[src/btd_defs.vh]
// constants for the byte transfer instruction decoder
`ifndef BTD_DEFS_VH
`define BTD_DEFS_VH
// operation codes on insn_op
`define BTD_OP_MOV_R_IMM 4'h0
`define BTD_OP_MOV_A_R 4'h1
`define BTD_OP_MOV_R_A 4'h2
`define BTD_OP_MOV_A_M 4'h3
`define BTD_OP_MOV_M_A 4'h4
`define BTD_OP_MOV_M_IMM 4'h5
`define BTD_OP_MOV_PSW_IMM 4'h6
`define BTD_OP_MOV_A_PSW 4'h7
`define BTD_OP_MOV_PSW_A 4'h8
`define BTD_OP_XCH_A_R 4'h9
`define BTD_OP_XCH_A_M 4'ha
`define BTD_OP_SEL_BANK 4'hb
`define BTD_OP_CALL_PAGE 4'hc
`define BTD_OP_VECTOR 4'hd
`define BTD_OP_REL 4'he
// memory addressing modes on insn_mode
`define BTD_MD_SADDR 3'h0
`define BTD_MD_SFR 3'h1
`define BTD_MD_ABS 3'h2
`define BTD_MD_DE 3'h3
`define BTD_MD_HL 3'h4
`define BTD_MD_HL_BYTE 3'h5
`define BTD_MD_HL_B 3'h6
`define BTD_MD_HL_C 3'h7
// absolute register and pair numbers
`define BTD_R_X 3'h0
`define BTD_R_A 3'h1
`define BTD_R_C 3'h2
`define BTD_R_B 3'h3
`define BTD_R_E 3'h4
`define BTD_R_D 3'h5
`define BTD_R_L 3'h6
`define BTD_R_H 3'h7
`define BTD_RP_AX 2'h0
`define BTD_RP_HL 2'h3
// address windows
`define BTD_SADDR_BASE 16'hfe20
`define BTD_SADDR_LAST 16'hff1f
`define BTD_SFR_BASE 16'hff00
`define BTD_SFR_HOLE_LO 16'hffd0
`define BTD_SFR_HOLE_HI 16'hffdf
`define BTD_CALL_PAGE_BASE 16'h0800
`define BTD_VECTOR_BASE 16'h0040
`define BTD_HSRAM_LO 16'hfb00
`define BTD_HSRAM_HI 16'hfeff
// flag positions and reset value of the program status word
`define BTD_PSW_Z 6
`define BTD_PSW_AC 4
`define BTD_PSW_CY 0
`define BTD_PSW_RST 8'h02
// clocks for operations outside the transfer table
`define BTD_CALC_CLKS 4'h2
`endif

[src/btd_core.v]
// byte transfer instruction decoder and executor
`timescale 1ns/100ps
`default_nettype none
`include "btd_defs.vh"
module btd_core (
	input wire clk,
	input wire sys_rst,
	input wire insn_valid,
	input wire [3:0] insn_op,
	input wire [2:0] insn_mode,
	input wire [2:0] insn_reg,
	input wire insn_pair,
	input wire [15:0] insn_addr,
	input wire [7:0] insn_byte,
	input wire [7:0] mem_rdata,
	input wire [2:0] peek_sel,
	output reg insn_ready,
	output reg done,
	output reg illegal,
	output reg [1:0] insn_len,
	output reg mem_rd,
	output reg mem_wr,
	output reg [15:0] mem_addr,
	output reg [7:0] mem_wdata,
	output reg [7:0] acc,
	output reg [15:0] word_acc,
	output reg [7:0] program_status_word,
	output reg [1:0] register_bank_number,
	output reg [15:0] target_addr,
	output reg [7:0] peek_data
);

	// four banks of eight byte registers
	reg [7:0] gpr [0:31];
	reg [3:0] cnt;
	reg [3:0] cur_op;
	reg [2:0] cur_reg;
	reg [7:0] cur_byte;
	reg [15:0] cur_tgt;
	reg cur_bad;
	reg rd_pend;
	reg [7:0] rd_data;
	integer i;

	wire [4:0] bsel = {register_bank_number, 3'h0};
	wire [7:0] reg_a = gpr[bsel | {2'h0, `BTD_R_A}];
	wire [7:0] reg_r = gpr[bsel | {2'h0, insn_reg}];
	wire [15:0] pair_hl = {gpr[bsel | {2'h0, `BTD_R_H}], gpr[bsel | {2'h0, `BTD_R_L}]};
	wire [15:0] pair_de = {gpr[bsel | {2'h0, `BTD_R_D}], gpr[bsel | {2'h0, `BTD_R_E}]};
	wire [7:0] reg_b = gpr[bsel | {2'h0, `BTD_R_B}];
	wire [7:0] reg_c = gpr[bsel | {2'h0, `BTD_R_C}];
	wire accept = insn_valid & insn_ready;

	// effective address of the memory operand
	reg [15:0] ea;
	always @* begin
		case (insn_mode)
			`BTD_MD_SADDR: ea = `BTD_SADDR_BASE + {8'h00, insn_addr[7:0]};
			`BTD_MD_SFR: ea = `BTD_SFR_BASE | {8'h00, insn_addr[7:0]};
			`BTD_MD_ABS: ea = insn_addr;
			`BTD_MD_DE: ea = pair_de;
			`BTD_MD_HL: ea = pair_hl;
			`BTD_MD_HL_BYTE: ea = pair_hl + {8'h00, insn_byte};
			`BTD_MD_HL_B: ea = pair_hl + {8'h00, reg_b};
			`BTD_MD_HL_C: ea = pair_hl + {8'h00, reg_c};
			default: ea = 16'h0000;
		endcase
	end

	// operand legality; a refused operand retires as a no-op with illegal set
	wire is_mem = (insn_op == `BTD_OP_MOV_A_M) | (insn_op == `BTD_OP_MOV_M_A) |
		(insn_op == `BTD_OP_MOV_M_IMM) | (insn_op == `BTD_OP_XCH_A_M);
	wire sfr_hole = (insn_mode == `BTD_MD_SFR) & (ea >= `BTD_SFR_HOLE_LO) & (ea <= `BTD_SFR_HOLE_HI);
	wire sad_over = (insn_mode == `BTD_MD_SADDR) & (ea > `BTD_SADDR_LAST);
	wire pair_odd = insn_pair & ea[0] & (insn_mode <= `BTD_MD_ABS);
	wire imm_mode = (insn_mode == `BTD_MD_SADDR) | (insn_mode == `BTD_MD_SFR);
	wire bad = (is_mem & (sfr_hole | sad_over | pair_odd)) |
		((insn_op == `BTD_OP_MOV_M_IMM) & ~imm_mode) | (insn_op > `BTD_OP_REL);
	// high-speed RAM or no data access picks the short count
	wire fast = ~is_mem | ((ea >= `BTD_HSRAM_LO) & (ea <= `BTD_HSRAM_HI));

	// clocks per instruction: short count, long count
	reg [3:0] c_fast;
	reg [3:0] c_slow;
	reg [1:0] len;
	always @* begin
		c_fast = `BTD_CALC_CLKS;
		c_slow = `BTD_CALC_CLKS;
		len = 2'h2;
		case (insn_op)
			`BTD_OP_MOV_R_IMM: begin
				c_fast = 4'h4;
				c_slow = 4'h4;
			end
			`BTD_OP_MOV_A_R, `BTD_OP_MOV_R_A, `BTD_OP_XCH_A_R: begin
				c_fast = 4'h2;
				c_slow = 4'h2;
				len = 2'h1;
			end
			`BTD_OP_MOV_M_IMM: begin
				c_fast = (insn_mode == `BTD_MD_SFR) ? 4'h7 : 4'h6;
				c_slow = 4'h7;
				len = 2'h3;
			end
			`BTD_OP_MOV_PSW_IMM: begin
				c_fast = 4'h7;
				c_slow = 4'h7;
				len = 2'h3;
			end
			`BTD_OP_MOV_A_PSW, `BTD_OP_MOV_PSW_A: begin
				c_fast = 4'h5;
				c_slow = 4'h5;
			end
			`BTD_OP_MOV_A_M, `BTD_OP_MOV_M_A: begin
				case (insn_mode)
					`BTD_MD_SADDR: begin
						c_fast = 4'h4;
						c_slow = 4'h5;
					end
					`BTD_MD_SFR: begin
						c_fast = 4'h5;
						c_slow = 4'h5;
					end
					`BTD_MD_ABS, `BTD_MD_HL_BYTE: begin
						c_fast = 4'h8;
						c_slow = 4'h9;
						len = (insn_mode == `BTD_MD_ABS) ? 2'h3 : 2'h2;
					end
					`BTD_MD_HL_B, `BTD_MD_HL_C: begin
						c_fast = 4'h6;
						c_slow = 4'h7;
						len = 2'h1;
					end
					default: begin
						c_fast = 4'h4;
						c_slow = 4'h5;
						len = 2'h1;
					end
				endcase
			end
			`BTD_OP_XCH_A_M: begin
				case (insn_mode)
					`BTD_MD_SADDR: begin
						c_fast = 4'h4;
						c_slow = 4'h6;
					end
					`BTD_MD_SFR: begin
						c_fast = 4'h6;
						c_slow = 4'h6;
					end
					`BTD_MD_DE, `BTD_MD_HL: begin
						c_fast = 4'h4;
						c_slow = 4'h6;
						len = 2'h1;
					end
					default: begin
						c_fast = 4'h8;
						c_slow = 4'ha;
						len = (insn_mode == `BTD_MD_ABS) ? 2'h3 : 2'h2;
					end
				endcase
			end
			default: begin
				c_fast = `BTD_CALC_CLKS;
				c_slow = `BTD_CALC_CLKS;
			end
		endcase
	end

	// branch and table targets computed at accept
	reg [15:0] next_tgt;
	always @* begin
		case (insn_op)
			`BTD_OP_CALL_PAGE: next_tgt = `BTD_CALL_PAGE_BASE | {5'h00, insn_addr[10:0]};
			`BTD_OP_VECTOR: next_tgt = `BTD_VECTOR_BASE | {10'h000, insn_addr[4:0], 1'b0};
			`BTD_OP_REL: next_tgt = insn_addr + {{8{insn_byte[7]}}, insn_byte};
			default: next_tgt = ea;
		endcase
	end

	// sequencer: one count per clk edge, so counts are cpu clocks
	always @(posedge clk) begin
		if (sys_rst) begin
			insn_ready <= 1'b1;
			done <= 1'b0;
			illegal <= 1'b0;
			insn_len <= 2'h0;
			mem_rd <= 1'b0;
			mem_wr <= 1'b0;
			mem_addr <= 16'h0000;
			mem_wdata <= 8'h00;
			program_status_word <= `BTD_PSW_RST;
			register_bank_number <= 2'h0;
			target_addr <= 16'h0000;
			cnt <= 4'h0;
			cur_op <= 4'h0;
			cur_reg <= 3'h0;
			cur_byte <= 8'h00;
			cur_tgt <= 16'h0000;
			cur_bad <= 1'b0;
			rd_pend <= 1'b0;
			rd_data <= 8'h00;
			for (i = 0; i < 32; i = i + 1) begin
				gpr[i] <= 8'h00;
			end
		end else begin
			done <= 1'b0;
			mem_rd <= 1'b0;
			mem_wr <= 1'b0;
			rd_pend <= mem_rd;
			if (rd_pend) begin
				rd_data <= mem_rdata;
			end
			if (accept) begin
				insn_ready <= 1'b0;
				// refused operands retire after the short calc count, with no data access
				cnt <= bad ? (`BTD_CALC_CLKS - 4'h1) : ((fast ? c_fast : c_slow) - 4'h1);
				cur_op <= insn_op;
				cur_reg <= insn_reg;
				cur_byte <= insn_byte;
				cur_tgt <= next_tgt;
				cur_bad <= bad;
				insn_len <= len;
				mem_addr <= ea;
				// loads and exchanges fetch now; data lands two edges later
				if (~bad & ((insn_op == `BTD_OP_MOV_A_M) | (insn_op == `BTD_OP_XCH_A_M))) begin
					mem_rd <= 1'b1;
				end
			end else if (~insn_ready) begin
				cnt <= cnt - 4'h1;
				if (cnt == 4'h1) begin
					// commit all effects in one edge so no half state is seen
					insn_ready <= 1'b1;
					done <= 1'b1;
					illegal <= cur_bad;
					if (~cur_bad) begin
						case (cur_op)
							`BTD_OP_MOV_R_IMM: gpr[bsel | {2'h0, cur_reg}] <= cur_byte;
							`BTD_OP_MOV_A_R: gpr[bsel | {2'h0, `BTD_R_A}] <= gpr[bsel | {2'h0, cur_reg}];
							`BTD_OP_MOV_R_A: gpr[bsel | {2'h0, cur_reg}] <= gpr[bsel | {2'h0, `BTD_R_A}];
							`BTD_OP_MOV_A_M: gpr[bsel | {2'h0, `BTD_R_A}] <= rd_data;
							`BTD_OP_MOV_M_A: begin
								mem_wr <= 1'b1;
								mem_wdata <= gpr[bsel | {2'h0, `BTD_R_A}];
							end
							`BTD_OP_MOV_M_IMM: begin
								mem_wr <= 1'b1;
								mem_wdata <= cur_byte;
							end
							`BTD_OP_MOV_PSW_IMM: program_status_word <= cur_byte;
							`BTD_OP_MOV_A_PSW: gpr[bsel | {2'h0, `BTD_R_A}] <= program_status_word;
							`BTD_OP_MOV_PSW_A: program_status_word <= gpr[bsel | {2'h0, `BTD_R_A}];
							`BTD_OP_XCH_A_R: begin
								gpr[bsel | {2'h0, `BTD_R_A}] <= gpr[bsel | {2'h0, cur_reg}];
								gpr[bsel | {2'h0, cur_reg}] <= gpr[bsel | {2'h0, `BTD_R_A}];
							end
							`BTD_OP_XCH_A_M: begin
								gpr[bsel | {2'h0, `BTD_R_A}] <= rd_data;
								mem_wr <= 1'b1;
								mem_wdata <= gpr[bsel | {2'h0, `BTD_R_A}];
							end
							`BTD_OP_SEL_BANK: register_bank_number <= cur_byte[1:0];
							default: target_addr <= cur_tgt;
						endcase
					end
				end
			end
		end
	end

	// accumulator views and register peek, refreshed every edge
	always @(posedge clk) begin
		if (sys_rst) begin
			acc <= 8'h00;
			word_acc <= 16'h0000;
			peek_data <= 8'h00;
		end else begin
			acc <= reg_a;
			word_acc <= {gpr[bsel | {2'h0, `BTD_R_A}], gpr[bsel | {2'h0, `BTD_R_X}]};
			peek_data <= gpr[bsel | {2'h0, peek_sel}];
		end
	end

	wire unused_ok = &{1'b0, reg_r, `BTD_RP_AX, `BTD_RP_HL};

endmodule // btd_core
`default_nettype wire

[config.mk]
export PLATFORM = sky130hd
export DESIGN_NAME = btd_core
export DESIGN_NICKNAME = d
export VERILOG_FILES = /design/src/btd_core.v
export VERILOG_INCLUDE_DIRS = /design/src
export SDC_FILE = /design/constraint.sdc
export NUM_CORES = 1
export LEC_CHECK = 0
export BUFFER_PORTS_ARGS = -buffer_cell sky130_fd_sc_hd__clkbuf_2
export CORE_MARGIN = 5
export CORE_UTILIZATION = 40
export DETAILED_ROUTE_END_ITERATION = 6
export MAX_ROUTING_LAYER = met4
export PLACE_DENSITY = 0.52
export SLEW_MARGIN = 20
export SYNTH_ARGS = -nofsm -noshare
export SYNTH_HDL_FRONTEND = slang
export SYNTH_SLANG_ARGS = --single-unit
[constraint.sdc]
create_clock -name clk -period 10.1 [get_ports clk]
set_input_delay 2.02 -clock clk [delete_from_list [all_inputs] [get_ports clk]]
set_output_delay 2.02 -clock clk [all_outputs]
set_load 0.02 [all_outputs]
==> metrics.cfg <==
[clock_network]
cts_max_level=2
post-cts-setup-buffers=0
clk_path_buf_depth=3
cts_buffers=43
clock-sinks=384
ctsHoldBuffers=0
cts_resized=0
path_clk_slew_ns=0.06
root_buffer=clkbuf_16
cts_tree=built
clk_latency_ns=0.59

[power_and_ir_drop]
swShare_pct=27.81
ir_worst_vdd_mv=0.1078
leakagePower_nw=8.603
seq_power_share_pct=45.9
combPwrFrac_pct=13.7
p_sw_mw=1.089
internal_power_mw=2.828
power_density_nw_per_um2=157.1
clock_power_share_pct=40.4

[critical_path]
end_kind=flop
critical_path_class=input pin to flop
r2r_cells=18
cp.arrival_ns=7.00
cp.required_ns=10.62
critPathLaunchType=input pin
path_max_fanout=34

[routing]
ant_nets=0
vias=17980
wl_mm=83.80
drt_iter0_markers=2512
drtPass1Iterations=5
wl_per_cell_um=29.51
avgViaCountPerCell=6.332
route.detailed.drc=0

[placement]
gp_congestion=0.9779
port_buffers=137
hpwl_mm=60.29

[synthesis]
synth-edff-count=256
yosysWarningCount=0
synth.area.mux_share_pct=22.82
synth_nets=2084
synth-xor-area-share_pct=0.8682
yosys.area_share.simple_pct=13.65
yosysSeqAreaShare_pct=46.18
synthAdderAreaFrac_pct=1.748
syn_area_per_cell_sq_um=11.06
synth_compound_area_share_pct=11.08
ys_seq_elements=384
synth_top_family_by_area=multiplexers
synth_cell_type_count=67
synth_cells=2006
synth_top_flop_cell=edfxtp_1
syn_area_sq_um=22190
async_flop_share_pct=0

[cells_and_area]
drive_gt1_share_pct=22.27
largest_reg_flops=256
regMostFlops=gpr
nets=2133
area_growth_pct=12.35

[timing]
setup_viol=0
min_period_ns=6.488
skew_ns=0.02750
period_share_pct=64.24
final-hold-violation-count=0
slew_headroom_pct=34.16
hold_ws_ns=0.4537
rsz0062_at_grt=no
fin_setup_tns_ns=0
tightest_slew_ns=0.9876
slew_violations=0
max_freq_mhz=154.1

[min_path]
hold_depth=2
hp-class=flop to flop

[flow_run]
drv_cap=0

[global_route]
grt.total_usage_pct=27.79
antenna_found_initial=5
grt-ovfl-total=0
grt_first_pass_wirelength_mm=119.9
grt_pass1_vias=16900
grt_max_degree=79

[floorplan]
die_x_um=245.6
fp.dieH_um=245.6
fp.coreArea_sq_um=54990
io_pins=138
start_util_pct=40.36
rows=86
die_area_sq_um=60290

[outcome]
status=finished clean

## worst paths after layout
kind                                   end    startpoint  slack [ns]
worst max-delay path                cnt[2]  insn_mode[2]        3.61
worst min-delay path            cur_tgt[4]    cur_tgt[4]        0.45
worst max register to register      cnt[2]          flop        4.18
worst min register to register  cur_tgt[4]    cur_tgt[4]        0.45
## through the flow
stage	setup WS (ns)	area (sq um)	util, %	total power, mW	std cells
2_1_floorplan	3.578	22190	-	2.154	2006
3_3_place_gp	3.235	23430	42.61	2.347	2755
3_5_place_dp	3.133	23430	42.61	2.350	2755
4_1_cts	3.738	24840	45.17	3.924	2833
5_1_grt	3.252	24940	45.35	4.038	2840
6_report	3.612	24940	45.35	3.918	2840
## metal layers
layer  GRT usage (%)  wire length, um  share of wire, %  vias to the layer above
met3           6.130             9062                11                      207
met2           41.25            37400                45                     1140
met5               -                0                 0                        -
met4           12.11             4309               5.1                        0
met1           37.01            33040                39                     8921
li1                -                -                 -                     7714
## cells in the mapped netlist, types with 34 or more instances
cell        n  area, sq um
a21oi_1   120        600.6
o21ai_0    55        275.3
mux4_2    169         3806
buf_2      44        220.2
dfxtp_1   128         2562
nor2_1    342         1284
nand3_1    37        185.2
nor3_1     34        170.2
nand2_1   209        784.5
mux2i_1    78        780.8
o22ai_1    56        350.3
clkbuf_1   88        330.3
edfxtp_1  256         7687
## layout by cell type, fill, tap and decap left out, types with 37 or more instances in the layout
master       n
mux4_2     169
clkbuf_16   45
mux2i_1     70
a21oi_1    119
o22ai_1     56
nand2_1    208
clkbuf_2   135
nor2_1     342
dfxtp_1    122
o21ai_0     55
edfxtp_1   256
nand3_1     37
## power groups by stage
| stage | Clock (mW) | Sequential [mW] | Combinational (mW) |
|---|---|---|---|
| 2_1_floorplan | 0 | 1.80 | 0.351 |
| 3_3_place_gp | 0 | 1.83 | 0.522 |
| 3_5_place_dp | 0 | 1.83 | 0.523 |
| 4_1_cts | 1.60 | 1.79 | 0.525 |
| 5_1_grt | 1.67 | 1.80 | 0.569 |
| 6_report | 1.58 | 1.80 | 0.537 |
## worst max-delay path: stages
cell and delay (ns):
clkbuf_2 0.53, nand2_1 0.53, nand2_1 0.20, o21ai_0 0.11, ha_1 0.27, fa_1 0.43, a211oi_1 0.48, o21ai_0 0.24
a211o_1 0.33, a31oi_1 0.36, nor3_1 0.13, xor2_1 0.18, a41oi_1 0.33, o32ai_2 0.14, ha_1 0.24, xor2_1 0.16
o22ai_1 0.15, o311a_1 0.16
## layout make-up
type / instances / area [sq um]
well taps: 748 / 935.9
diodes: 4 / 10.01
flip-flops and latches: 384 / 10260
clock buffers: 56 / 1197
multi-input cells: 1434 / 11240
repair buffers: 167 / 975.9
fillers: 5137 / 30050
inverters: 25 / 93.84
clock inverters: 22 / 212.7
## kinds of logic after synthesis
family / count (synthesis)
simple gates: 712
xor+xnor: 22
compound gates: 390
mux: 280
buf+inv: 188
flops: 384
fa+ha+maj: 30
(Power assumes the default switching activity.)
